**config.mk**
```make
export PLATFORM = sky130hd
export DESIGN_NAME = tcd_sequencer
export DESIGN_NICKNAME = d
export VERILOG_FILES = /design/src/tcd_pkg.sv /design/src/tcd_sequencer.sv
export SDC_FILE = /design/constraint.sdc
export NUM_CORES = 1
export LEC_CHECK = 0
export ABC_AREA = 0
export CORE_MARGIN = 4
export CORE_UTILIZATION = 55
export DETAILED_ROUTE_END_ITERATION = 10
export DONT_BUFFER_PORTS = 1
export MAX_ROUTING_LAYER = met4
export PLACE_DENSITY = 0.72
export SLEW_MARGIN = 20
export SYNTH_ARGS = -nofsm -noshare
export SYNTH_HDL_FRONTEND = slang
export SYNTH_SLANG_ARGS = --single-unit
```
**constraint.sdc**
```tcl
create_clock -name core_clk_in -period 7.7 [get_ports core_clk_in]
set_input_delay 0.77 -clock core_clk_in [delete_from_list [all_inputs] [get_ports core_clk_in]]
set_output_delay 0.77 -clock core_clk_in [all_outputs]
set_load 0.005 [all_outputs]
```
**src/tcd_pkg.sv**
```systemverilog
package tcd_pkg;

    // ------------------------------------------------------------------
    // Register map (byte addresses)
    // ------------------------------------------------------------------
    localparam logic [7:0] TCD_OFF_CTRL = 8'h00;
    localparam logic [7:0] TCD_OFF_COUNT = 8'h04;
    localparam logic [7:0] TCD_OFF_DELAY = 8'h08;
    localparam logic [7:0] TCD_OFF_STATUS = 8'h0c;
    localparam logic [7:0] TCD_OFF_IRQ_STAT = 8'h10;
    localparam logic [7:0] TCD_OFF_IRQ_MASK = 8'h14;
    localparam logic [7:0] TCD_OFF_ERROR = 8'h18;
    localparam logic [7:0] TCD_OFF_REMAIN = 8'h1c;

    // ------------------------------------------------------------------
    // Control register fields (write-one pulses except SCAN and FUNC)
    // ------------------------------------------------------------------
    localparam int TCD_CTRL_ARM = 0;
    localparam int TCD_CTRL_ABORT = 1;
    localparam int TCD_CTRL_CONFIG = 2;
    localparam int TCD_CTRL_SCAN = 3;
    localparam int TCD_CTRL_FUNC_LO = 4;
    localparam int TCD_CTRL_CNT_MIN = 8;
    localparam int TCD_CTRL_CNT_MAX = 9;
    localparam int TCD_CTRL_DLY_MIN = 10;
    localparam int TCD_CTRL_DLY_MAX = 11;
    localparam int TCD_CTRL_AUTO_ON = 12;
    localparam int TCD_CTRL_AUTO_OFF = 13;

    // Interrupt bits
    localparam int TCD_IRQ_DONE = 0;
    localparam int TCD_IRQ_PASS = 1;
    localparam int TCD_IRQ_ERR = 2;
    localparam int TCD_IRQ_W = 3;

    // ------------------------------------------------------------------
    // Limits, resets and timing
    // ------------------------------------------------------------------
    localparam int TCD_CNT_W = 24;
    localparam logic [23:0] TCD_COUNT_MIN = 24'h000001;
    localparam logic [23:0] TCD_COUNT_MAX = 24'hffffff;
    localparam logic [23:0] TCD_DELAY_ZERO = 24'h000000;
    localparam logic [23:0] TCD_DELAY_MAX = 24'hffffff;
    localparam logic [23:0] TCD_DELAY_AC_US = 24'h07a120;
    localparam logic [15:0] TCD_ERR_OUT_OF_MEM = 16'h03e8;
    localparam int TCD_CLK_MHZ = 100;
    localparam int TCD_TICK_NS = 1000;
    localparam int TCD_TICK_CYC = TCD_TICK_NS * TCD_CLK_MHZ / 1000;

    typedef enum logic [1:0] {
        TCD_FN_DCV = 2'h0,
        TCD_FN_ACV = 2'h1,
        TCD_FN_RES = 2'h2,
        TCD_FN_RES4 = 2'h3
    } tcd_func_t;

    typedef enum logic [3:0] {
        TCD_IDLE = 4'b0001,
        TCD_WAIT = 4'b0010,
        TCD_DELAY = 4'b0100,
        TCD_TRIG = 4'b1000
    } tcd_state_t;

    typedef struct packed {
        logic [TCD_CNT_W-1:0] count;
        logic [TCD_CNT_W-1:0] delay_us;
        logic auto_dly;
        logic scan;
        tcd_func_t func;
    } tcd_cfg_t;

endpackage

```
**src/tcd_sequencer.sv**
```systemverilog
`timescale 1ns/10ps
// Summary of operation
// - Arm goes to wait, trigger to triggered, idle when all are done or on abort.
// - Scanning, each list pass needs a new trigger; count is the passes.
// - Stand-alone, the programmed number of triggers is taken before idle.
// - Trigger count is 1 to 16777215; min and max selections load these.
// - A configure operation resets the trigger count to one.
// - The largest count logs error 1000, yet readings may still stream out.
// - Each trigger is followed by the delay, then the first measurement.
// - Delay is 0 to 16.777215 s; the max selection loads the upper limit.
// - Min delay is zero for DC volts and ohms, 0.5 s for AC volts.
// - Auto delay is zero for DC volts and ohms, 0.5 s for AC volts.
// - Writing an explicit delay value clears automatic delay.
// - A configure operation turns automatic delay on.
module tcd_sequencer import tcd_pkg::*; #(
    parameter int TICK_CYC = TCD_TICK_CYC
) (
    input wire logic core_clk_in,
    input wire logic rstn_in,
    input wire logic [7:0] s_axi_awaddr_in,
    input wire logic s_axi_awvalid_in,
    output logic s_axi_awready_out,
    input wire logic [31:0] s_axi_wdata_in,
    input wire logic [3:0] s_axi_wstrb_in,
    input wire logic s_axi_wvalid_in,
    output logic s_axi_wready_out,
    output logic [1:0] s_axi_bresp_out,
    output logic s_axi_bvalid_out,
    input wire logic s_axi_bready_in,
    input wire logic [7:0] s_axi_araddr_in,
    input wire logic s_axi_arvalid_in,
    output logic s_axi_arready_out,
    output logic [31:0] s_axi_rdata_out,
    output logic [1:0] s_axi_rresp_out,
    output logic s_axi_rvalid_out,
    input wire logic s_axi_rready_in,
    input wire logic trig_in,
    output logic meas_start_out,
    input wire logic meas_done_in,
    output logic [1:0] state_out,
    output logic irq_out
);

    // ------------------------------------------------------------------
    // Bus write path
    // ------------------------------------------------------------------
    logic [7:0] awaddr_q;
    logic aw_have_q;
    logic [31:0] wdata_q;
    logic [3:0] wstrb_q;
    logic w_have_q;
    logic wr_fire;
    logic [31:0] wmask;

    assign wr_fire = aw_have_q && w_have_q && !s_axi_bvalid_out;
    assign wmask = {{8{wstrb_q[3]}}, {8{wstrb_q[2]}},
                    {8{wstrb_q[1]}}, {8{wstrb_q[0]}}};

    always_ff @(posedge core_clk_in or negedge rstn_in) begin
        if (!rstn_in) begin
            awaddr_q <= 8'h00;
            aw_have_q <= 1'b0;
            s_axi_awready_out <= 1'b0;
        end else begin
            s_axi_awready_out <= !aw_have_q && !s_axi_awready_out;
            if (s_axi_awvalid_in && s_axi_awready_out) begin
                awaddr_q <= s_axi_awaddr_in;
                aw_have_q <= 1'b1;
                s_axi_awready_out <= 1'b0;
            end else if (wr_fire) begin
                aw_have_q <= 1'b0;
            end
        end
    end

    always_ff @(posedge core_clk_in or negedge rstn_in) begin
        if (!rstn_in) begin
            wdata_q <= 32'h00000000;
            wstrb_q <= 4'h0;
            w_have_q <= 1'b0;
            s_axi_wready_out <= 1'b0;
        end else begin
            s_axi_wready_out <= !w_have_q && !s_axi_wready_out;
            if (s_axi_wvalid_in && s_axi_wready_out) begin
                wdata_q <= s_axi_wdata_in;
                wstrb_q <= s_axi_wstrb_in;
                w_have_q <= 1'b1;
                s_axi_wready_out <= 1'b0;
            end else if (wr_fire) begin
                w_have_q <= 1'b0;
            end
        end
    end

    always_ff @(posedge core_clk_in or negedge rstn_in) begin
        if (!rstn_in) begin
            s_axi_bvalid_out <= 1'b0;
            s_axi_bresp_out <= 2'h0;
        end else if (wr_fire) begin
            s_axi_bvalid_out <= 1'b1;
            s_axi_bresp_out <= (awaddr_q > TCD_OFF_REMAIN ||
                                awaddr_q[1:0] != 2'h0) ? 2'h2 : 2'h0;
        end else if (s_axi_bready_in) begin
            s_axi_bvalid_out <= 1'b0;
        end
    end

    // Decoded write pulses; strobes gate the low byte lanes used
    logic wr_ctrl, wr_count, wr_delay, wr_istat, wr_imask;
    logic [31:0] wval;
    assign wval = wdata_q & wmask;
    assign wr_ctrl = wr_fire && awaddr_q == TCD_OFF_CTRL;
    assign wr_count = wr_fire && awaddr_q == TCD_OFF_COUNT;
    assign wr_delay = wr_fire && awaddr_q == TCD_OFF_DELAY;
    assign wr_istat = wr_fire && awaddr_q == TCD_OFF_IRQ_STAT;
    assign wr_imask = wr_fire && awaddr_q == TCD_OFF_IRQ_MASK;

    logic do_arm, do_abort, do_cfg;
    assign do_arm = wr_ctrl && wval[TCD_CTRL_ARM];
    assign do_abort = wr_ctrl && wval[TCD_CTRL_ABORT];
    assign do_cfg = wr_ctrl && wval[TCD_CTRL_CONFIG];

    // ------------------------------------------------------------------
    // Configuration
    // ------------------------------------------------------------------
    tcd_cfg_t cfg_q;
    tcd_state_t state_q;
    logic err_set;

    // Writes and limit selections only take effect outside a run
    always_ff @(posedge core_clk_in or negedge rstn_in) begin
        if (!rstn_in) begin
            cfg_q <= '{count: TCD_COUNT_MIN, delay_us: TCD_DELAY_ZERO,
                       auto_dly: 1'b1, scan: 1'b0, func: TCD_FN_DCV};
        end else if (state_q == TCD_IDLE) begin
            if (wr_ctrl) begin
                cfg_q.scan <= wval[TCD_CTRL_SCAN];
                cfg_q.func <= tcd_func_t'(wval[TCD_CTRL_FUNC_LO +: 2]);
                if (wval[TCD_CTRL_CNT_MIN])
                    cfg_q.count <= TCD_COUNT_MIN;
                else if (wval[TCD_CTRL_CNT_MAX])
                    cfg_q.count <= TCD_COUNT_MAX;
                if (wval[TCD_CTRL_DLY_MIN]) begin
                    cfg_q.delay_us <= (wval[TCD_CTRL_FUNC_LO +: 2] ==
                        TCD_FN_ACV) ? TCD_DELAY_AC_US : TCD_DELAY_ZERO;
                    cfg_q.auto_dly <= 1'b0;
                end else if (wval[TCD_CTRL_DLY_MAX]) begin
                    cfg_q.delay_us <= TCD_DELAY_MAX;
                    cfg_q.auto_dly <= 1'b0;
                end
                if (wval[TCD_CTRL_AUTO_ON])
                    cfg_q.auto_dly <= 1'b1;
                else if (wval[TCD_CTRL_AUTO_OFF])
                    cfg_q.auto_dly <= 1'b0;
                if (wval[TCD_CTRL_CONFIG]) begin
                    cfg_q.count <= TCD_COUNT_MIN;
                    cfg_q.auto_dly <= 1'b1;
                end
            end else if (wr_count) begin
                // Zero is out of range and is raised to the minimum
                cfg_q.count <= (wval[23:0] == 24'h000000) ?
                    TCD_COUNT_MIN : wval[23:0];
            end else if (wr_delay) begin
                cfg_q.delay_us <= wval[23:0];
                cfg_q.auto_dly <= 1'b0;
            end
        end
    end

    // Out-of-memory error: logged, the run still proceeds
    logic count_max_req;
    assign count_max_req = state_q == TCD_IDLE &&
        ((wr_count && wval[23:0] == TCD_COUNT_MAX) ||
         (wr_ctrl && wval[TCD_CTRL_CNT_MAX] && !wval[TCD_CTRL_CNT_MIN] &&
          !wval[TCD_CTRL_CONFIG]));
    assign err_set = count_max_req;

    logic [15:0] err_code_q;
    always_ff @(posedge core_clk_in or negedge rstn_in) begin
        if (!rstn_in)
            err_code_q <= 16'h0000;
        else if (err_set)
            err_code_q <= TCD_ERR_OUT_OF_MEM;
        else if (do_cfg)
            err_code_q <= 16'h0000;
    end

    // Effective delay: automatic choice follows the function
    logic [TCD_CNT_W-1:0] eff_delay;
    assign eff_delay = !cfg_q.auto_dly ? cfg_q.delay_us :
        (cfg_q.func == TCD_FN_ACV) ? TCD_DELAY_AC_US : TCD_DELAY_ZERO;

    // ------------------------------------------------------------------
    // Microsecond timebase
    // ------------------------------------------------------------------
    logic [15:0] tick_cnt_q;
    logic tick;
    assign tick = tick_cnt_q == 16'(TICK_CYC - 1);
    always_ff @(posedge core_clk_in or negedge rstn_in) begin
        if (!rstn_in)
            tick_cnt_q <= 16'h0000;
        else if (state_q != TCD_DELAY || tick)
            tick_cnt_q <= 16'h0000;
        else
            tick_cnt_q <= tick_cnt_q + 16'h0001;
    end

    // ------------------------------------------------------------------
    // Trigger sequencer
    // ------------------------------------------------------------------
    logic [TCD_CNT_W-1:0] trig_left_q;
    logic [TCD_CNT_W-1:0] dly_left_q;
    logic pass_done, run_done;
    assign pass_done = state_q == TCD_TRIG && meas_done_in;
    assign run_done = pass_done && trig_left_q == 24'h000001;

    always_ff @(posedge core_clk_in or negedge rstn_in) begin
        if (!rstn_in) begin
            state_q <= TCD_IDLE;
            trig_left_q <= TCD_COUNT_MIN;
            dly_left_q <= TCD_DELAY_ZERO;
        end else if (do_abort) begin
            state_q <= TCD_IDLE;
        end else begin
            case (state_q)
                TCD_IDLE: begin
                    if (do_arm) begin
                        trig_left_q <= cfg_q.count;
                        state_q <= TCD_WAIT;
                    end
                end
                TCD_WAIT: begin
                    // Each burst or pass needs its own trigger
                    if (trig_in) begin
                        dly_left_q <= eff_delay;
                        state_q <= TCD_DELAY;
                    end
                end
                TCD_DELAY: begin
                    if (dly_left_q == 24'h000000)
                        state_q <= TCD_TRIG;
                    else if (tick)
                        dly_left_q <= dly_left_q - 24'h000001;
                end
                TCD_TRIG: begin
                    if (meas_done_in) begin
                        trig_left_q <= trig_left_q - 24'h000001;
                        state_q <= run_done ? TCD_IDLE : TCD_WAIT;
                    end
                end
                default: state_q <= TCD_IDLE;
            endcase
        end
    end

    always_ff @(posedge core_clk_in or negedge rstn_in) begin
        if (!rstn_in)
            meas_start_out <= 1'b0;
        else
            meas_start_out <= state_q == TCD_DELAY &&
                dly_left_q == 24'h000000 && !do_abort;
    end

    always_ff @(posedge core_clk_in or negedge rstn_in) begin
        if (!rstn_in) begin
            state_out <= 2'h0;
        end else begin
            case (state_q)
                TCD_WAIT: state_out <= 2'h1;
                TCD_DELAY, TCD_TRIG: state_out <= 2'h2;
                default: state_out <= 2'h0;
            endcase
        end
    end

    // ------------------------------------------------------------------
    // Interrupts: set wins over a write-one clear
    // ------------------------------------------------------------------
    logic [TCD_IRQ_W-1:0] irq_stat_q, irq_mask_q, irq_ev;
    assign irq_ev = {err_set, pass_done, run_done};

    always_ff @(posedge core_clk_in or negedge rstn_in) begin
        if (!rstn_in) begin
            irq_stat_q <= '0;
            irq_mask_q <= '0;
        end else begin
            irq_stat_q <= (irq_stat_q & ~(wr_istat ?
                wval[TCD_IRQ_W-1:0] : '0)) | irq_ev;
            if (wr_imask)
                irq_mask_q <= wval[TCD_IRQ_W-1:0];
        end
    end

    always_ff @(posedge core_clk_in or negedge rstn_in) begin
        if (!rstn_in)
            irq_out <= 1'b0;
        else
            irq_out <= |(irq_stat_q & irq_mask_q);
    end

    // ------------------------------------------------------------------
    // Bus read path
    // ------------------------------------------------------------------
    logic [31:0] rd_val;
    logic rd_bad;
    always_comb begin
        rd_val = 32'h00000000;
        rd_bad = 1'b0;
        case (s_axi_araddr_in)
            TCD_OFF_CTRL: rd_val = {26'h0, cfg_q.func, cfg_q.scan, 3'h0};
            TCD_OFF_COUNT: rd_val = {8'h00, cfg_q.count};
            TCD_OFF_DELAY: rd_val = {7'h00, cfg_q.auto_dly, eff_delay};
            TCD_OFF_STATUS: rd_val = {28'h0, state_q};
            TCD_OFF_IRQ_STAT: rd_val = {29'h0, irq_stat_q};
            TCD_OFF_IRQ_MASK: rd_val = {29'h0, irq_mask_q};
            TCD_OFF_ERROR: rd_val = {16'h0000, err_code_q};
            TCD_OFF_REMAIN: rd_val = {8'h00, trig_left_q};
            default: rd_bad = 1'b1;
        endcase
    end

    always_ff @(posedge core_clk_in or negedge rstn_in) begin
        if (!rstn_in) begin
            s_axi_arready_out <= 1'b0;
            s_axi_rvalid_out <= 1'b0;
            s_axi_rdata_out <= 32'h00000000;
            s_axi_rresp_out <= 2'h0;
        end else begin
            s_axi_arready_out <= !s_axi_rvalid_out && !s_axi_arready_out;
            if (s_axi_arvalid_in && s_axi_arready_out) begin
                s_axi_arready_out <= 1'b0;
                s_axi_rvalid_out <= 1'b1;
                s_axi_rdata_out <= rd_val;
                s_axi_rresp_out <= rd_bad ? 2'h2 : 2'h0;
            end else if (s_axi_rvalid_out && s_axi_rready_in) begin
                s_axi_rvalid_out <= 1'b0;
            end
        end
    end

endmodule // tcd_sequencer

```
==> results by group, run 1 <==
Floorplanning
  • Die Y-Extent: 142.6 um
  • Die Area: 20330 um2
  • Starting Density: 56.81%
  • I/O Pins: 106
  • Die width: 142.6 um
  • Core area: 17540 um2
  • Cell Rows: 48

Clock tree
  • CTS tree: built
  • H-tree Lvls: 4
  • Clk Latency, worst-skew pair: 0.43 ns
  • Post-CTS sizing: 0
  • Clk pin slew, worst setup/hold paths: 0.07 ns
  • Clk buf depth: 2
  • Clk sink count: 200
  • CTS Buf Count: 17
  • Setup bufs post-CTS: 0
  • Hold Buf Count CTS: 0
  • CTS root buf: clkbuf_16

Routing
  • DRC Markers: 0
  • First-pass DRT Iterations: 8
  • Antenna Nets Post-Route: 0
  • DR vias: 8232
  • Per-cell routed wire length: 20.62 um
  • DR vias/cell: 6.431
  • Starting DRC count in detailed routing: 1079
  • Routed WL: 26400 um

Synth
  • Mapped Area: 9962 um2
  • Synth Instances: 1076
  • Post-synth cell types: 72
  • Sequential fraction of the synthesis area: 50.29%
  • Post-synth EDFFs: 0
  • Asr flop ratio synth: 100.0%
  • Synth Warn #: 0
  • Avg Synthesized Cell Area: 9.258 um2
  • Main synth FF type: dfrtp_1
  • Synth Register Bits: 200

Global route
  • First-pass GRT wire length: 42590 um
  • Gr busiest metal: met1
  • GR Util All Layers: 27.30%
  • Initial antenna violation count: 0
  • Met2 Resource Use GR: 37.66%
  • GRT met3 Usage: 6.888%
  • Vias in the first global route: 7735
  • Global-route met1 utilization: 40.57%
  • GR Overflow Total: 0
  • Largest net degree at the start of global routing: 201

Critical path
  • R2R Setup Slk: 4.21 ns
  • Critical path depth: 6
  • Worst Path Required: 8.02 ns
  • Setup crit end kind: register
  • Slowest library cell on the worst path: nor4_1
  • CP Buf/Inv Count: 0
  • Crit path cell chain: or4bb_1, nor4_1, or2_2, o21a_1, nor2_1, o22a_1
  • Setup crit end: trig_left_q[19]
  • CP peak stage delay: 0.77 ns
  • Crit-path max FO: 29
  • CP Launch Point: wstrb_q[0]
  • Crit path arrival time: 3.81 ns
  • Worst reg2reg path depth: 6
  • Top cell family by delay on the critical path: simple AND/OR/NAND/NOR gates
  • RR Startpoint: wstrb_q[0]
  • Crit path kind: reg2reg
  • Worst setup SP type: register
  • RR Endpoint: trig_left_q[19]

Layout
  • Fin nets: 1109
  • Antenna cells: 0
  • Most frequent cells in the layout: dfrtp_1, nor2_1, a21oi_1
  • Most common cell after layout, fill and taps aside: dfrtp_1
  • Final instance area: 10640 um2
  • Filler cell count: 1509
  • Share of cells above drive strength 1: 9.384%
  • Area Overhead vs Synth: 6.845%

Placed design
  • Post-DP Area: 10060 um2
  • Dpl ws: 4.056 ns
  • DP HPWL: 18460 um
  • GP Congestion: 0.9772
  • PortBufs: 0

Flow run
  • Max-Cap Viols: 0

Timing
  • Worst-Margin Slew: 1.079 ns
  • Final hold viol count: 0
  • TNS Setup: 0 ns
  • Setup ws final: 4.208 ns
  • Final setup vio count: 0
  • Min Tclk post-route: 3.492 ns
  • RSZ-0062 raised after global routing: no
  • Skew final: 0.008099 ns
  • FMAX: 0.2864 GHz
  • Max Slew Vio Count: 0
  • Slew headroom: 28.07%
  • Final Hold Slack: 0.03157 ns
  • Fraction of the cycle the final worst path needs: 45.35%

Power
  • Pwr/cell area: 277.0 nW/um2
  • Peak VDD IR: 246.7 uV
  • Static leakage: 4.361 nW

Min path
  • Worst min path class: in2async

Status
  • Status: completed
-- worst min-delay path by stage --
stage                              to  slack, ns         startpoint  cells past startpoint
floorplan            s_axi_wready_out       0.43           w_have_q                      1
global placement    s_axi_awready_out       0.46  s_axi_awready_out                      1
detailed placement  s_axi_awready_out       0.46  s_axi_awready_out                      1
CTS                     dly_left_q[9]       0.02            rstn_in                      0
global route            dly_left_q[9]       0.01            rstn_in                      0
finish                  dly_left_q[9]       0.03            rstn_in                      0
-- routing by layer --
metal,vias up,share of wire [%]
met2,413,43
li1,3840,-
met3,21,10
met1,3958,45
met4,0,1.8
met5,-,0
-- cell usage after synthesis, types with 11 or more instances --
cell	n	area, um2
nor4_1	15	93.84
a21oi_1	105	525.5
mux2_2	36	405.4
nor2_1	148	555.5
dfrtp_1	196	4905
or3_1	11	68.82
nand2_1	84	315.3
o21ai_1	11	55.05
clkbuf_1	53	198.9
a22oi_1	12	90.09
o21ai_0	101	505.5
nor3_1	26	130.1
nand3_1	49	245.2
inv_1	16	60.06
a31oi_1	14	87.58
nand4_1	14	87.58
a22o_1	11	96.34
-- power breakdown --
group,switching (mW),internal (mW)
Clock,0.410,0.464
Sequential,0.297,1.26
Combinational,0.284,0.237
-- cells by family after synthesis --
| logic type | Yosys count | share of synthesized area [%] |
|---|---|---|
| buffers and inverters | 85 | 3.630 |
| multiplexers | 41 | 4.572 |
| XOR/XNOR | 14 | 1.231 |
| AO/OA/AOI/OAI | 323 | 19.86 |
| flip-flops | 200 | 50.29 |
| other | 1 | 0.03764 |
| AND/OR/NAND/NOR | 406 | 19.63 |
| adder cells (fa/ha/maj) | 6 | 0.7536 |
-- flip-flops by register name (all words and copies together) (netlist names), 2 cells and up --
signal,flops
cfg_q,52
s_axi_rdata_out,25
dly_left_q,24
trig_left_q,24
wdata_q,24
tick_cnt_q,16
awaddr_q,8
state_q,4
irq_mask_q,3
irq_stat_q,3
wstrb_q,3
state_out,2
-- cell type report --
class	count	area (um2)	area share, %
clock inverters	14	142.6	1.340
clock buffers	18	439.2	4.126
well taps	225	281.5	2.645
flip-flops and latches	200	5010	47.07
multi-input cells	799	4651	43.69
repair buffers	8	60.06	0.5642
inverters	16	60.06	0.5642
-- per-stage QoR --
step           power [mW]  instances  util, %
2_1_floorplan       1.855       1084        -
3_3_place_gp        2.048       1248    57.36
3_5_place_dp        2.071       1248    57.36
4_1_cts             2.952       1280    60.68
5_1_grt             3.098       1280    60.69
6_report            2.948       1280    60.69
(Power assumes the default switching activity.)
==> run 2, diff against run 1 <==
==> constraint.sdc (replaced) <==
create_clock -name core_clk_in -period 3.3 [get_ports core_clk_in]
set_input_delay 0.33 -clock core_clk_in [delete_from_list [all_inputs] [get_ports core_clk_in]]
set_output_delay 0.33 -clock core_clk_in [all_outputs]
set_load 0.005 [all_outputs]
==> results by group, run 2 (synthesis gave the netlist of run 1 again) <==
Critical path
  • Crit-path max FO: 6 (-79%)
  • Worst Path Required: 3.63 ns (-4.39 ns)
  • Crit path cell chain: or4_1, or3_1, or3_1, or4_1, a32o_1
  • Top cell family by delay on the critical path: simple AND/OR/NAND/NOR gates
  • Crit path arrival time: 3.15 ns (-0.66 ns)
  • CP Buf/Inv Count: 0 (unchanged)
  • Setup crit end kind: register
  • Crit path kind: reg2reg
  • CP peak stage delay: 0.65 ns (-0.12 ns)
  • Slowest library cell on the worst path: or4_1
  • Worst setup SP type: register

Clock tree
  • Post-CTS sizing: 0 (unchanged)
  • Clk sink count: 200 (unchanged)
  • CTS tree: built
  • Clk buf depth: 2 (unchanged)
  • CTS Buf Count: 17 (unchanged)
  • CTS root buf: clkbuf_16
  • Setup bufs post-CTS: 0 (unchanged)
  • Clk Latency, worst-skew pair: 0.44 ns (about the same)
  • Clk pin slew, worst setup/hold paths: 0.07 ns (about the same)
  • H-tree Lvls: 4 (unchanged)

Layout
  • Final std cells w/o fill: 1294 (+1.1%)
  • Most common cell after layout, fill and taps aside: dfrtp_1
  • Biggest regs: cfg_q (52), s_axi_rdata_out (25)
  • Fin nets: 1125 (+1.4%)
  • Share of cells above drive strength 1: 10.29% (+0.91 points)
  • Filler cell count: 1518 (+0.60%)
  • Most frequent cells in the layout: dfrtp_1, nor2_1, a21oi_1
  • Area Overhead vs Synth: 8.076%
  • Largest register FFs: 52 (unchanged)
  • Biggest register: cfg_q
  • Antenna cells: 0 (unchanged)

Routing
  • DR vias: 8308 (+0.92%)
  • DR vias/cell: 6.420 (-0.17%)
  • Antenna Nets Post-Route: 0 (unchanged)
  • Starting DRC count in detailed routing: 926 (-14%)
  • Routed WL: 26280 um (-0.46%)
  • Per-cell routed wire length: 20.31 um (-1.5%)
  • First-pass DRT Iterations: 6 (-2)
  • DRC Markers: 0 (unchanged)

Floorplanning
  • Core area: 17540 um2 (unchanged)
  • I/O Pins: 106 (unchanged)
  • Starting Density: 56.81% (unchanged)
  • Die width: 142.6 um (unchanged)
  • Die Y-Extent: 142.6 um (unchanged)
  • Die Area: 20330 um2 (unchanged)
  • Cell Rows: 48 (unchanged)

Power
  • Static leakage: 4.450 nW (+2.0%)
  • Peak VDD IR: 656.2 uV (+170%)
  • Pwr/cell area: 644.5 nW/um2 (+130%)

Global route
  • GR Overflow Total: 0 (unchanged)
  • GR Util All Layers: 26.97% (-0.32 points)
  • Largest net degree at the start of global routing: 201 (unchanged)
  • Vias in the first global route: 7664 (-0.92%)
  • First-pass GRT wire length: 41540 um (-2.5%)
  • Initial antenna violation count: 0 (unchanged)

Timing
  • Final hold viol count: 200 (+200)
  • TNS Setup: 0 ns (unchanged)
  • Worst-Margin Slew: 0.8862 ns (-0.1928 ns)
  • FMAX: 0.3545 GHz (+24%)
  • Fraction of the cycle the final worst path needs: 85.47% (+40 points)
  • Slew headroom: 40.77% (+13 points)
  • Final setup vio count: 0 (unchanged)
  • Max Slew Vio Count: 0 (unchanged)
  • RSZ-0062 raised after global routing: no
  • Skew final: 0.009586 ns (+0.001487 ns)
  • Min Tclk post-route: 2.821 ns (-0.6711 ns)
  • Final Hold Slack: -0.4234 ns (-0.4550 ns)

Status
  • Failing checks: negative hold slack
  • Status: finished with violations

Placed design
  • PortBufs: 0 (unchanged)
  • GP Congestion: 0.9537 (-2.4%)
  • Dpl cells: 1264 (+1.3%)
  • DP HPWL: 18670 um (+1.2%)

Flow run
  • Max-Cap Viols: 0 (unchanged)

Min path
  • Worst min path class: in2async
run 2: worst register-to-register path, delay by kind of cell (launching register included):
family / cells / cell delay (ns)
DFF: 1 / 0.44
and+or+nand+nor: 4 / 2.02
AOI/OAI and AO/OA: 1 / 0.26
run 2: area by class of cell:
class | count | area [um2] | area share, %
Sequential cell | 200 | 5010 | 46.53
Multi-Input combinational cell | 799 | 4648 | 43.17
Clock buffer | 21 | 470.5 | 4.370
Tap cell | 225 | 281.5 | 2.615
Timing Repair Buffer | 24 | 180.2 | 1.673
Clock inverter | 9 | 116.4 | 1.081
Inverter | 16 | 60.06 | 0.5578
run 2: where the power goes:
group          leakage [nW]  internal (mW)  switching (mW)
registers              2.58           2.93           0.657
clock network         0.286           1.18           0.927
logic                  1.58          0.562           0.686
total                  4.45           4.67            2.27
run 2: final timing paths:
kind / start / to / slack (ns) / cells past startpoint
min in group core_clk_in: s_axi_rready_in / s_axi_rvalid_out / 0 / 1
setup / recovery: trig_left_q[15] / state_q[1] / 0.48 / 5
setup reg to reg: trig_left_q[15] / state_q[1] / 0.48 / 5
hold reg to reg: s_axi_awready_out / s_axi_awready_out / 0.48 / 1
hold / removal: rstn_in / dly_left_q[9] / -0.42 / 0
max in group asynchronous: rstn_in / cfg_q[3] / 3.26 / 0
run 2: metal layers:
layer	vias to the layer above	wire (um)	global-route usage, %
met4	0	779	9.255
li1	3865	-	-
met2	399	11030	37.02
met1	4007	11860	38.59
met3	37	2605	7.493
met5	-	0	-
run 2: through the flow:
step                      utilization, %  setup slack [ns]  cell area (um2)  total power [mW]  hold WS (ns)
after global placement             58.03            0.5434            10180             4.792       0.04391
after floorplan                        -            0.7191             9992             4.328       0.03441
after global routing               61.39            0.4056            10770             7.271       -0.4347
after CTS                          61.38            0.5170            10760             6.947       -0.4205
after detailed placement           58.03            0.5579            10180             4.840       0.04618
final                              61.39            0.4794            10770             6.939       -0.4234
